==> src/triple_timer_pkg.sv <==
// Shared constants for the three-timer module: register map, fields, modes, timing
package triple_timer_pkg;
  // Register byte offsets (APB, one 32-bit word each)
  localparam logic [7:0] CORE_CTRL_OFF = 8'h00;
  localparam logic [7:0] AUXA_CTRL_OFF = 8'h04;
  localparam logic [7:0] AUXB_CTRL_OFF = 8'h08;
  localparam logic [7:0] CORE_CNT_OFF = 8'h0c;
  localparam logic [7:0] AUXA_CNT_OFF = 8'h10;
  localparam logic [7:0] AUXB_CNT_OFF = 8'h14;
  localparam logic [7:0] PRESCALE_OFF = 8'h18;
  localparam logic [7:0] IRQ_STATUS_OFF = 8'h1c;
  localparam logic [7:0] IRQ_MASK_OFF = 8'h20;
  localparam logic [7:0] TOGGLE_OFF = 8'h24;
  // Control word fields
  localparam int MODE_LSB = 0;
  localparam int MODE_W = 2;
  localparam int RUN_BIT = 2;
  localparam int DOWN_BIT = 3;
  localparam int EXTDIR_BIT = 4;
  localparam int GATE_LVL_BIT = 5;
  localparam int EDGE_LSB = 6;
  localparam int EDGE_W = 2;
  localparam int SRC_TGL_BIT = 8;
  localparam int AUXF_LSB = 9;
  localparam int AUXF_W = 2;
  localparam int TGLOUT_EN_BIT = 11;
  localparam int CTRL_W = 12;
  localparam logic [CTRL_W-1:0] CTRL_RESET = 12'h000;
  // Basic modes
  localparam logic [1:0] MODE_TIMER = 2'h0;
  localparam logic [1:0] MODE_COUNTER = 2'h1;
  localparam logic [1:0] MODE_GATED = 2'h2;
  localparam logic [1:0] MODE_INCR = 2'h3;
  // Auxiliary function select
  localparam logic [1:0] AUXF_NONE = 2'h0;
  localparam logic [1:0] AUXF_CAPTURE = 2'h1;
  localparam logic [1:0] AUXF_RELOAD = 2'h2;
  // Edge select: bit0 rising, bit1 falling (reload on toggle uses the same coding)
  localparam int EDGE_RISE_BIT = 0;
  localparam int EDGE_FALL_BIT = 1;
  // Status bits: wrap per timer, capture for aux A and aux B only
  localparam int ST_CORE_WRAP = 0;
  localparam int ST_AUXA_WRAP = 1;
  localparam int ST_AUXB_WRAP = 2;
  localparam int ST_AUXA_CAP = 3;
  localparam int ST_AUXB_CAP = 4;
  localparam int ST_W = 5;
  // Timing: CPU state time unit is half a clock period; base rate is 16 of them
  localparam int STATE_UNITS_PER_CYCLE = 2;
  localparam int MIN_RES_UNITS = 16;
  localparam int BASE_DIV = MIN_RES_UNITS / STATE_UNITS_PER_CYCLE;
  localparam int PRESC_W = 3;
  localparam logic [PRESC_W-1:0] PRESC_RESET = 3'h0;
endpackage

==> src/triple_timer_module.sv <==
// Three 16-bit timers (core plus two auxiliaries) with APB registers and one interrupt
// How it works
// - three 16-bit timers, core and two auxiliaries
// - each timer picks one of four modes
// - timer mode counts prescaled system clock
// - counter mode counts input pin edges
// - gated mode runs while pin at gate level
// - one input pin per timer, gate or clock
// - finest resolution is sixteen state time units
// - direction by software, optionally by pin
// - quadrature tracks on input and direction pins
// - core toggle latch flips on every wrap
// - toggle latch drives pin and clocks auxiliaries
// - auxiliaries as capture or reload stop counting
// - capture copies core count on pin edge
// - reload from pin or toggle transition
// - alternate reloads on opposite toggle edges give PWM
//
// Implementation choices: the APB register port and the register offsets.
`timescale 1ns/10ps
module triple_timer_module #(
  parameter int CNT_W = 16
) (
  input wire logic clk_sys_i,
  input wire logic rstn_i,
  input wire logic psel_i,
  input wire logic penable_i,
  input wire logic pwrite_i,
  input wire logic [7:0] paddr_i,
  input wire logic [31:0] pwdata_i,
  output logic [31:0] prdata_o,
  output logic pready_o,
  output logic pslverr_o,
  input wire logic [2:0] timer_input_pin_i,
  input wire logic [2:0] direction_input_pin_i,
  output logic toggle_output_pin_o,
  output logic irq_o
);
  // Index 0 core, 1 aux A, 2 aux B
  localparam int N = 3;

  initial begin
    if (CNT_W != 16) begin
      $error("Counter width must be 16");
    end
  end

  localparam int CTRL_W_L = triple_timer_pkg::CTRL_W;
  logic [CTRL_W_L-1:0] ctrl_reg [N];
  logic [CNT_W-1:0] cnt_reg [N];
  logic [triple_timer_pkg::PRESC_W-1:0] presc_reg;
  logic [triple_timer_pkg::ST_W-1:0] status_reg;
  logic [triple_timer_pkg::ST_W-1:0] mask_reg;
  logic core_toggle_latch_reg;
  logic [2:0] in_s1_reg, in_s2_reg, in_d_reg;
  logic [2:0] dir_s1_reg, dir_s2_reg, dir_d_reg;
  logic [15:0] base_cnt_reg;
  logic [31:0] prdata_reg;
  logic pready_reg;
  logic pslverr_reg;
  logic irq_reg;
  logic toggle_pin_reg;

  // Base tick every 8 clocks (16 state time units); prescaler multiplies by 2^n
  wire [15:0] presc_limit = 16'((triple_timer_pkg::BASE_DIV << presc_reg) - 1);
  wire base_tick = (base_cnt_reg == presc_limit);

  always_ff @(posedge clk_sys_i) begin
    if (!rstn_i) begin
      base_cnt_reg <= 16'h0000;
    end else begin
      base_cnt_reg <= base_tick ? 16'h0000 : 16'(base_cnt_reg + 16'h0001);
    end
  end

  // Two-flop synchronisers; the third stage gives edge history
  always_ff @(posedge clk_sys_i) begin
    if (!rstn_i) begin
      in_s1_reg <= 3'h0;
      in_s2_reg <= 3'h0;
      in_d_reg <= 3'h0;
      dir_s1_reg <= 3'h0;
      dir_s2_reg <= 3'h0;
      dir_d_reg <= 3'h0;
    end else begin
      in_s1_reg <= timer_input_pin_i;
      in_s2_reg <= in_s1_reg;
      in_d_reg <= in_s2_reg;
      dir_s1_reg <= direction_input_pin_i;
      dir_s2_reg <= dir_s1_reg;
      dir_d_reg <= dir_s2_reg;
    end
  end

  // APB decode
  wire access = psel_i && penable_i;
  wire addr_ok = (paddr_i[1:0] == 2'h0) && (paddr_i <= triple_timer_pkg::TOGGLE_OFF);
  // Writes that get an error reply must not alias onto a register through widx
  wire wr_en = access && pwrite_i && addr_ok;
  wire [3:0] widx = paddr_i[5:2];
  wire wr_status = wr_en && paddr_i == triple_timer_pkg::IRQ_STATUS_OFF;

  // Toggle latch edges from the previous cycle, used for reload and aux clocking
  logic tgl_prev_reg;
  wire tgl_rise = core_toggle_latch_reg && !tgl_prev_reg;
  wire tgl_fall = !core_toggle_latch_reg && tgl_prev_reg;

  logic [N-1:0] step, down, wrap, cap_ev, reload_ev;
  logic [N-1:0] is_aux_fn;

  genvar g;
  generate
    for (g = 0; g < N; g++) begin : gen_timer
      wire [1:0] mode = ctrl_reg[g][triple_timer_pkg::MODE_LSB +: triple_timer_pkg::MODE_W];
      wire run = ctrl_reg[g][triple_timer_pkg::RUN_BIT];
      wire [1:0] esel = ctrl_reg[g][triple_timer_pkg::EDGE_LSB +: triple_timer_pkg::EDGE_W];
      wire [1:0] auxf = ctrl_reg[g][triple_timer_pkg::AUXF_LSB +: triple_timer_pkg::AUXF_W];
      wire pin_rise = in_s2_reg[g] && !in_d_reg[g];
      wire pin_fall = !in_s2_reg[g] && in_d_reg[g];
      wire pin_edge = (pin_rise && esel[triple_timer_pkg::EDGE_RISE_BIT])
                   || (pin_fall && esel[triple_timer_pkg::EDGE_FALL_BIT]);
      wire tgl_edge = (tgl_rise && esel[triple_timer_pkg::EDGE_RISE_BIT])
                   || (tgl_fall && esel[triple_timer_pkg::EDGE_FALL_BIT]);
      // Aux timers may count toggle latch transitions instead of their pin
      wire use_tgl = (g != 0) && ctrl_reg[g][triple_timer_pkg::SRC_TGL_BIT];
      wire cnt_edge = use_tgl ? tgl_edge : pin_edge;
      wire gate_ok = in_s2_reg[g] == ctrl_reg[g][triple_timer_pkg::GATE_LVL_BIT];
      // Quadrature: any edge on either track steps, direction from A xor B history
      wire a_chg = in_s2_reg[g] ^ in_d_reg[g];
      wire b_chg = dir_s2_reg[g] ^ dir_d_reg[g];
      wire quad_dn = a_chg ? (in_s2_reg[g] == dir_s2_reg[g])
                           : (in_s2_reg[g] != dir_s2_reg[g]);
      wire ext_dir = ctrl_reg[g][triple_timer_pkg::EXTDIR_BIT] && dir_s2_reg[g];
      assign is_aux_fn[g] = (g != 0) && (auxf != triple_timer_pkg::AUXF_NONE);
      always_comb begin
        step[g] = 1'b0;
        down[g] = ctrl_reg[g][triple_timer_pkg::DOWN_BIT] ^ ext_dir;
        unique case (mode)
          triple_timer_pkg::MODE_TIMER: step[g] = base_tick;
          triple_timer_pkg::MODE_COUNTER: step[g] = cnt_edge;
          triple_timer_pkg::MODE_GATED: step[g] = base_tick && gate_ok;
          triple_timer_pkg::MODE_INCR: begin
            step[g] = a_chg || b_chg;
            down[g] = quad_dn ^ ctrl_reg[g][triple_timer_pkg::DOWN_BIT];
          end
        endcase
        // Capture or reload use halts the aux count
        if (!run || is_aux_fn[g]) begin
          step[g] = 1'b0;
        end
      end
      assign wrap[g] = step[g] && (down[g] ? (cnt_reg[g] == '0) : (&cnt_reg[g]));
      assign cap_ev[g] = (g != 0) && auxf == triple_timer_pkg::AUXF_CAPTURE && pin_edge;
      // Reload triggers on the pin, or on toggle edges when the toggle source is picked
      assign reload_ev[g] = (g != 0) && auxf == triple_timer_pkg::AUXF_RELOAD
                         && (use_tgl ? tgl_edge : pin_edge);
    end
  endgenerate

  // Aux A wins if both auxes reload at once; the PWM pairing uses opposite edges
  wire [CNT_W-1:0] reload_val = reload_ev[1] ? cnt_reg[1] : cnt_reg[2];

  always_ff @(posedge clk_sys_i) begin
    if (!rstn_i) begin
      for (int i = 0; i < N; i++) begin
        cnt_reg[i] <= '0;
        ctrl_reg[i] <= triple_timer_pkg::CTRL_RESET;
      end
      presc_reg <= triple_timer_pkg::PRESC_RESET;
      mask_reg <= '0;
      core_toggle_latch_reg <= 1'b0;
      tgl_prev_reg <= 1'b0;
    end else begin
      tgl_prev_reg <= core_toggle_latch_reg;
      if (wrap[0]) begin
        core_toggle_latch_reg <= !core_toggle_latch_reg;
      end else if (wr_en && paddr_i == triple_timer_pkg::TOGGLE_OFF) begin
        core_toggle_latch_reg <= pwdata_i[0];
      end
      for (int i = 0; i < N; i++) begin
        if (step[i]) begin
          cnt_reg[i] <= down[i] ? CNT_W'(cnt_reg[i] - 1'b1)
                                : CNT_W'(cnt_reg[i] + 1'b1);
        end
        if (cap_ev[i]) begin
          cnt_reg[i] <= cnt_reg[0];
        end
        if (wr_en && widx == 4'(i)) begin
          ctrl_reg[i] <= pwdata_i[CTRL_W_L-1:0];
        end
        if (wr_en && widx == 4'(i + 3)) begin
          cnt_reg[i] <= pwdata_i[CNT_W-1:0];
        end
      end
      if (reload_ev[1] || reload_ev[2]) begin
        cnt_reg[0] <= reload_val;
      end
      if (wr_en && paddr_i == triple_timer_pkg::PRESCALE_OFF) begin
        presc_reg <= pwdata_i[triple_timer_pkg::PRESC_W-1:0];
      end
      if (wr_en && paddr_i == triple_timer_pkg::IRQ_MASK_OFF) begin
        mask_reg <= pwdata_i[triple_timer_pkg::ST_W-1:0];
      end
    end
  end

  // Service flags: set wins over a write-one clear in the same cycle
  wire [triple_timer_pkg::ST_W-1:0] st_set = {cap_ev[2], cap_ev[1], wrap};
  wire [triple_timer_pkg::ST_W-1:0] st_clr = wr_status
                                           ? pwdata_i[triple_timer_pkg::ST_W-1:0] : '0;
  wire [triple_timer_pkg::ST_W-1:0] status_next = (status_reg & ~st_clr) | st_set;

  always_ff @(posedge clk_sys_i) begin
    if (!rstn_i) begin
      status_reg <= '0;
      irq_reg <= 1'b0;
      toggle_pin_reg <= 1'b0;
    end else begin
      status_reg <= status_next;
      irq_reg <= |(status_next & mask_reg);
      toggle_pin_reg <= core_toggle_latch_reg
                     && ctrl_reg[0][triple_timer_pkg::TGLOUT_EN_BIT];
    end
  end

  // Read mux; single-cycle access phase, error on unmapped or unaligned address
  logic [31:0] rd_mux;
  always_comb begin
    rd_mux = 32'h0000_0000;
    unique case (paddr_i)
      triple_timer_pkg::CORE_CTRL_OFF: rd_mux = 32'(ctrl_reg[0]);
      triple_timer_pkg::AUXA_CTRL_OFF: rd_mux = 32'(ctrl_reg[1]);
      triple_timer_pkg::AUXB_CTRL_OFF: rd_mux = 32'(ctrl_reg[2]);
      triple_timer_pkg::CORE_CNT_OFF: rd_mux = 32'(cnt_reg[0]);
      triple_timer_pkg::AUXA_CNT_OFF: rd_mux = 32'(cnt_reg[1]);
      triple_timer_pkg::AUXB_CNT_OFF: rd_mux = 32'(cnt_reg[2]);
      triple_timer_pkg::PRESCALE_OFF: rd_mux = 32'(presc_reg);
      triple_timer_pkg::IRQ_STATUS_OFF: rd_mux = 32'(status_reg);
      triple_timer_pkg::IRQ_MASK_OFF: rd_mux = 32'(mask_reg);
      triple_timer_pkg::TOGGLE_OFF: rd_mux = 32'(core_toggle_latch_reg);
      default: rd_mux = 32'h0000_0000;
    endcase
  end

  always_ff @(posedge clk_sys_i) begin
    if (!rstn_i) begin
      prdata_reg <= 32'h0000_0000;
      pready_reg <= 1'b0;
      pslverr_reg <= 1'b0;
    end else begin
      pready_reg <= psel_i && !penable_i;
      pslverr_reg <= psel_i && !penable_i && !addr_ok;
      if (psel_i && !penable_i && !pwrite_i) begin
        prdata_reg <= rd_mux;
      end
    end
  end

  assign prdata_o = prdata_reg;
  assign pready_o = pready_reg;
  assign pslverr_o = pslverr_reg;
  assign irq_o = irq_reg;
  assign toggle_output_pin_o = toggle_pin_reg;

  // Register writes and reloads win over a step, so wrap checks leave those cycles out

  AST_WRAP_TOGGLES: assert property (@(posedge clk_sys_i) disable iff (!rstn_i)
    wrap[0] |=> core_toggle_latch_reg != $past(core_toggle_latch_reg))
    else $error("Toggle latch did not flip on core wrap");
  AST_TGL_ONLY_WRAP: assert property (@(posedge clk_sys_i) disable iff (!rstn_i)
    core_toggle_latch_reg != $past(core_toggle_latch_reg)
    |-> $past(wrap[0]) || $past(wr_en && paddr_i == triple_timer_pkg::TOGGLE_OFF))
    else $error("Toggle latch changed without wrap or write");

  AST_UP_WRAP_ZERO: assert property (@(posedge clk_sys_i) disable iff (!rstn_i)
    (step[0] && !down[0] && &cnt_reg[0] && !reload_ev[1] && !reload_ev[2]
     && !(wr_en && widx == 4'h3)) |=> cnt_reg[0] == '0)
    else $error("Core did not wrap to zero");
  AST_DOWN_WRAP: assert property (@(posedge clk_sys_i) disable iff (!rstn_i)
    (step[0] && down[0] && cnt_reg[0] == '0 && !reload_ev[1] && !reload_ev[2]
     && !(wr_en && widx == 4'h3)) |=> &cnt_reg[0])
    else $error("Core did not wrap to all ones");
  AST_AUX_STEP_ONE: assert property (@(posedge clk_sys_i) disable iff (!rstn_i)
    (step[1] && !down[1] && !(wr_en && widx == 4'h4))
    |=> cnt_reg[1] == CNT_W'($past(cnt_reg[1]) + 1'b1))
    else $error("Aux A did not advance by one");
  AST_DOWN_STEP_ONE: assert property (@(posedge clk_sys_i) disable iff (!rstn_i)
    (step[1] && down[1] && !(wr_en && widx == 4'h4))
    |=> cnt_reg[1] == CNT_W'($past(cnt_reg[1]) - 1'b1))
    else $error("Aux A did not go back by one");

  AST_RUN_OFF_CORE: assert property (@(posedge clk_sys_i) disable iff (!rstn_i)
    !gen_timer[0].run |-> !step[0])
    else $error("Core stepped while stopped");
  AST_RUN_OFF: assert property (@(posedge clk_sys_i) disable iff (!rstn_i)
    !gen_timer[2].run |-> !step[2])
    else $error("Aux B stepped while stopped");
  AST_AUX_STOPPED: assert property (@(posedge clk_sys_i) disable iff (!rstn_i)
    is_aux_fn[1] |-> !step[1])
    else $error("Aux A counts while used as capture or reload");
  AST_AUXB_STOPPED: assert property (@(posedge clk_sys_i) disable iff (!rstn_i)
    is_aux_fn[2] |-> !step[2])
    else $error("Aux B counts while used as capture or reload");
  AST_RELOAD_HOLD: assert property (@(posedge clk_sys_i) disable iff (!rstn_i)
    (reload_ev[2] && !(wr_en && widx == 4'h5))
    |=> cnt_reg[2] == $past(cnt_reg[2]))
    else $error("Aux B changed while used as reload");
  AST_CAPTURE: assert property (@(posedge clk_sys_i) disable iff (!rstn_i)
    (cap_ev[1] && !(wr_en && widx == 4'h4)) |=> cnt_reg[1] == $past(cnt_reg[0]))
    else $error("Capture did not copy core count");
  AST_CAPTURE_B: assert property (@(posedge clk_sys_i) disable iff (!rstn_i)
    (cap_ev[2] && !(wr_en && widx == 4'h5)) |=> cnt_reg[2] == $past(cnt_reg[0]))
    else $error("Capture into aux B did not copy core count");
  AST_RELOAD: assert property (@(posedge clk_sys_i) disable iff (!rstn_i)
    (reload_ev[2] && !reload_ev[1] && !(wr_en && widx == 4'h3))
    |=> cnt_reg[0] == $past(cnt_reg[2]))
    else $error("Reload from aux B missing");
  AST_RELOAD_A: assert property (@(posedge clk_sys_i) disable iff (!rstn_i)
    (reload_ev[1] && !(wr_en && widx == 4'h3)) |=> cnt_reg[0] == $past(cnt_reg[1]))
    else $error("Reload from aux A missing");

  AST_FLAG_SET: assert property (@(posedge clk_sys_i) disable iff (!rstn_i)
    wrap[0] |=> status_reg[triple_timer_pkg::ST_CORE_WRAP])
    else $error("Wrap flag not set");
  AST_FLAG_WRAP_B: assert property (@(posedge clk_sys_i) disable iff (!rstn_i)
    wrap[2] |=> status_reg[triple_timer_pkg::ST_AUXB_WRAP])
    else $error("Aux B wrap flag not set");
  AST_FLAG_CAP: assert property (@(posedge clk_sys_i) disable iff (!rstn_i)
    cap_ev[1] |=> status_reg[triple_timer_pkg::ST_AUXA_CAP])
    else $error("Capture flag not set");
  AST_IRQ: assert property (@(posedge clk_sys_i) disable iff (!rstn_i)
    $rose(status_reg[0]) && $past(mask_reg[0]) |-> irq_o)
    else $error("Unmasked flag gave no interrupt");
  AST_IRQ_QUIET: assert property (@(posedge clk_sys_i) disable iff (!rstn_i)
    (status_reg & mask_reg) == '0 && $stable(mask_reg) |-> !irq_o)
    else $error("Interrupt without an unmasked flag");

  AST_TIMER_RATE: assert property (@(posedge clk_sys_i) disable iff (!rstn_i)
    base_tick && presc_reg == 3'h0 |=> !base_tick [*7])
    else $error("Base tick faster than eight cycles");
  AST_TIMER_TICK: assert property (@(posedge clk_sys_i) disable iff (!rstn_i)
    (gen_timer[0].mode == triple_timer_pkg::MODE_TIMER && gen_timer[0].run)
    |-> step[0] == base_tick)
    else $error("Timer mode did not follow the prescaled tick");
  AST_COUNTER_EDGE: assert property (@(posedge clk_sys_i) disable iff (!rstn_i)
    (gen_timer[0].mode == triple_timer_pkg::MODE_COUNTER && gen_timer[0].run)
    |-> step[0] == gen_timer[0].pin_edge)
    else $error("Counter mode did not follow pin edges");
  AST_GATE_CLOSED: assert property (@(posedge clk_sys_i) disable iff (!rstn_i)
    (ctrl_reg[0][1:0] == triple_timer_pkg::MODE_GATED
     && in_s2_reg[0] != ctrl_reg[0][triple_timer_pkg::GATE_LVL_BIT]) |-> !step[0])
    else $error("Gated timer ran with gate closed");
  AST_GATE_OPEN: assert property (@(posedge clk_sys_i) disable iff (!rstn_i)
    (gen_timer[0].mode == triple_timer_pkg::MODE_GATED && gen_timer[0].run
     && gen_timer[0].gate_ok) |-> step[0] == base_tick)
    else $error("Gated timer missed a tick with gate open");
  AST_EXT_DIR: assert property (@(posedge clk_sys_i) disable iff (!rstn_i)
    (gen_timer[0].mode != triple_timer_pkg::MODE_INCR
     && ctrl_reg[0][triple_timer_pkg::EXTDIR_BIT] && dir_s2_reg[0])
    |-> down[0] != ctrl_reg[0][triple_timer_pkg::DOWN_BIT])
    else $error("Direction pin did not invert the count");
  AST_QUAD_IDLE: assert property (@(posedge clk_sys_i) disable iff (!rstn_i)
    (gen_timer[2].mode == triple_timer_pkg::MODE_INCR && in_s2_reg[2] == in_d_reg[2]
     && dir_s2_reg[2] == dir_d_reg[2]) |-> !step[2])
    else $error("Quadrature stepped with no track edge");
  AST_AUX_TGL_CLOCK: assert property (@(posedge clk_sys_i) disable iff (!rstn_i)
    (gen_timer[1].mode == triple_timer_pkg::MODE_COUNTER && gen_timer[1].run
     && gen_timer[1].use_tgl && !is_aux_fn[1]) |-> step[1] == gen_timer[1].tgl_edge)
    else $error("Aux A did not count toggle latch edges");
  AST_TGL_PIN_OFF: assert property (@(posedge clk_sys_i) disable iff (!rstn_i)
    !ctrl_reg[0][triple_timer_pkg::TGLOUT_EN_BIT] |=> !toggle_output_pin_o)
    else $error("Toggle pin driven while disabled");
endmodule

==> config.mk <==
export PLATFORM = sky130hd
export DESIGN_NAME = triple_timer_module
export DESIGN_NICKNAME = d
export VERILOG_FILES = /design/src/triple_timer_pkg.sv /design/src/triple_timer_module.sv
export SDC_FILE = /design/constraint.sdc
export NUM_CORES = 1
export LEC_CHECK = 0
export BUFFER_PORTS_ARGS = -buffer_cell sky130_fd_sc_hd__buf_2
export CAP_MARGIN = 20
export CORE_MARGIN = 2
export CORE_UTILIZATION = 62
export CTS_BUF_LIST = sky130_fd_sc_hd__clkbuf_8
export CTS_CLUSTER_DIAMETER = 100
export DETAILED_ROUTE_END_ITERATION = 12
export PLACE_DENSITY = 0.87
export SETUP_SLACK_MARGIN = 0.5
export SYNTH_ARGS = -nofsm -noshare
export SYNTH_HDL_FRONTEND = slang
export SYNTH_SLANG_ARGS = --single-unit
==> constraint.sdc <==
create_clock -name clk_sys_i -period 6.51 [get_ports clk_sys_i]
set_input_delay 1.6275 -clock clk_sys_i [delete_from_list [all_inputs] [get_ports clk_sys_i]]
set_output_delay 1.6275 -clock clk_sys_i [all_outputs]
set_load 0.02 [all_outputs]
==> flow_metrics.env <==
export IMPL_run_status="completed"
export IMPL_num_antenna_cells=0
export IMPL_largest_reg_flops=48
export IMPL_endpoint="cnt_reg[2][15]"
export IMPL_drive_gt1_share_pct=10.2
export IMPL_clk_path_buf_depth=2
export IMPL_rows=46
export IMPL_r2r_cells=16
export IMPL_finalCritPeriodShare_pct=69.4
export IMPL_post_place_cells=1299
export IMPL_fmax_ghz=0.221
export IMPL_synthArstFlopShare_pct=0
export IMPL_route_detailed_drc=0
export IMPL_cts_clk_slew_worst_paths_ns=0.10
export IMPL_cp_arrival_ns=4.73
export IMPL_start_util_pct=62.6
export IMPL_nFillCells=1221
export IMPL_post_drt_wl_per_cell_um=21.9
export IMPL_cp_end_kind="flip-flop"
export IMPL_overflow=0
export IMPL_place_congestion=1.02
export IMPL_hold_class="flip-flop to flip-flop"
export IMPL_grt_pass1_vias=8338
export IMPL_synth_top_area_cell="edfxtp_1"
export IMPL_first_iter_violations=1448
export IMPL_cts_root_buf="clkbuf_8"
export IMPL_synth_edf_count=84
export IMPL_grt_pass1_wl_um=45100
export IMPL_critPathLaunch="in_s2_reg[2]"
export IMPL_pwr_share_seq_pct=45.3
export IMPL_syn_area_um2=9840
export IMPL_skew_ns=0.0142
export IMPL_cts_sinks=153
export IMPL_crit_type="flip-flop to flip-flop"
export IMPL_dieArea_um2=16900
export IMPL_grt_antenna_before_repair=2
export IMPL_yosysMostFrequentCell="nand2_1"
export IMPL_hold_violations=0
export IMPL_synth_seq_area_share_pct=39.7
export IMPL_dieWidth_um=130
export IMPL_via_count=9081
export IMPL_ys_seq_elements=153
export IMPL_fin_crit_ns=4.52
export IMPL_post_cts_buffers=0
export IMPL_cts_resized=0
export IMPL_drt_first_pass_iters=8
export IMPL_slew_viol_final=0
export IMPL_viasPerCell=6.81
export IMPL_maxSlewHeadroom_pct=20.4
export IMPL_yosysWarnings=0
export IMPL_ir_drop_mv=0.167
export IMPL_p_sw_mw=0.845
export IMPL_cts_made_buffers=17
export IMPL_synthTopCellsByCount="nand2_1, nor2_1, edfxtp_1"
export IMPL_syn_inst=1065
export IMPL_p_comb_share_pct=22.9
export IMPL_clkPwrFrac_pct=31.8
export IMPL_leakagePower_nw=4.02
export IMPL_p_int_mw=1.71
export IMPL_num_io_pins=87
export IMPL_ctsHtreeMaxLevel=4
export IMPL_hold_buffers=0
export IMPL_yosys_most_used_dff="edfxtp_1"
export IMPL_r2r_end="cnt_reg[2][15]"
export IMPL_clkLatencyLatePin_ns=0.47
export IMPL_dieHeight_um=130
export IMPL_antenna_left=0
export IMPL_regToRegStartpoint="in_s2_reg[2]"
export IMPL_cp_required_ns=6.72
export IMPL_worstMarginPinSlew_ns=1.19
export IMPL_finalSetupTns_ns=0
export IMPL_grt_max_degree=35
export IMPL_yosys_top_cells_area="edfxtp_1, dfxtp_1, ha_1"
export IMPL_core_area_um2=15700
export IMPL_crit_path_max_fanout=17
export IMPL_track_usage_pct=35.2
export IMPL_yosysUniqueCellTypes=73
export IMPL_numPortBuffers=54
export IMPL_startpoint_type="flip-flop"
export IMPL_num_nets_final=1207
export IMPL_syn_area_per_cell_um2=9.24
export IMPL_stdcell_count=1333
export IMPL_dpl_hpwl_um=20800
export IMPL_yosysTopAreaCellShare_pct=25.6
export IMPL_syn_to_final_growth_pct=8.84
export IMPL_sw_frac_of_total_pct=33.0
export IMPL_cellPowerDensity_nw_per_um2=239
export IMPL_setup_violations=0
export IMPL_reg2reg_slack_ns=1.99
export IMPL_cts_tree="done"
export IMPL_drv_cap=0
export IMPL_grt_setup_unrepaired="no"
export IMPL_drt_wl_total_um=29200
-- layout make-up --
class | count | area [um^2] | share of cell area [%]
clock inverters | 15 | 205 | 1.92
repair buffers | 68 | 400 | 3.74
flip-flops and latches | 153 | 3900 | 36.5
well taps | 216 | 270 | 2.52
inverters | 20 | 75.1 | 0.701
clock buffers | 17 | 234 | 2.19
multi-input cells | 844 | 5620 | 52.5
-- cells by family (layout without fill, tap and decap cells) --
logic type,after synthesis,after routing,share of synthesized area (%)
buf+inv,83,120,4.02
xor+xnor,65,65,6.09
flops,153,153,39.7
other cells,1,16,0.0381
compound gates,269,269,19.1
fa+ha+maj,52,52,6.84
mux,36,36,3.69
simple gates,406,406,20.5
-- critical path, cell delays in order, from the launching register on --
cell and delay [ns]:
dfxtp_1 0.46, inv_1 0.09, ha_1 0.34, xnor2_1 0.16, xnor2_1 0.13, o21ai_0 0.20, xor2_1 0.16, buf_4 0.27
ha_1 0.28, a211oi_1 0.24, o21bai_1 0.13, o311ai_0 0.32, nand3_1 0.18, o41ai_1 0.60, o211a_1 0.32, nor4b_1 0.25
o31ai_1 0.12
-- per-layer routing --
layer	routed length (um)	vias up	global-route usage, %	share of wire, %
met5	0	-	0	0
met2	12700	673	53.3	44
met4	1410	0	15.6	4.8
met1	11100	4186	47.7	38
li1	-	4101	-	-
met3	3940	121	9.31	13
-- stage by stage --
step / worst slack (ns) / area [um^2] / total power, mW / utilization [%] / hold WS [ns]
floorplan: 1.89 / 9890 / 1.58 / - / 0.412
global placement: 1.69 / 10200 / 1.72 / 65.1 / 0.413
detailed placement: 1.63 / 10200 / 1.74 / 65.1 / 0.422
CTS: 1.59 / 10700 / 2.54 / 67.9 / 0.439
global route: 1.66 / 10700 / 2.66 / 68.1 / 0.463
finish: 1.99 / 10700 / 2.56 / 68.1 / 0.440
-- worst min-delay path by stage --
stage / from / to / cells past startpoint
floorplan: dir_s1_reg[0] / dir_s2_reg[0] / 1
global placement: dir_s1_reg[0] / dir_s2_reg[0] / 1
detailed placement: dir_s1_reg[2] / dir_s2_reg[2] / 1
CTS: dir_s1_reg[1] / dir_s2_reg[1] / 1
global route: dir_s1_reg[1] / dir_s2_reg[1] / 1
finish: dir_s1_reg[1] / dir_s2_reg[1] / 1
-- placed cells by master (no fill, tap or decap), drive strengths merged, types with 18 or more instances in the layout --
master | synthesis | layout
a31oi | 31 | 31
mux2i | 34 | 34
and2 | 35 | 35
ha | 49 | 49
nor3 | 26 | 26
clkbuf | 38 | 18
o21ai | 54 | 54
buf | 25 | 67
nand2 | 98 | 98
nand3 | 41 | 41
nor2 | 96 | 96
dfxtp | 69 | 69
xnor2 | 29 | 29
xor2 | 34 | 34
edfxtp | 84 | 84
nand4 | 27 | 27
inv | 20 | 28
a21oi | 41 | 41
-- power groups by stage --
stage | clock network [mW] | logic, mW | registers [mW]
finish | 0.812 | 0.587 | 1.16
global route | 0.849 | 0.652 | 1.16
detailed placement | 0 | 0.566 | 1.17
floorplan | 0 | 0.444 | 1.14
global placement | 0 | 0.550 | 1.17
CTS | 0.812 | 0.572 | 1.15
Note: power is estimated with default switching activity, not from simulation.
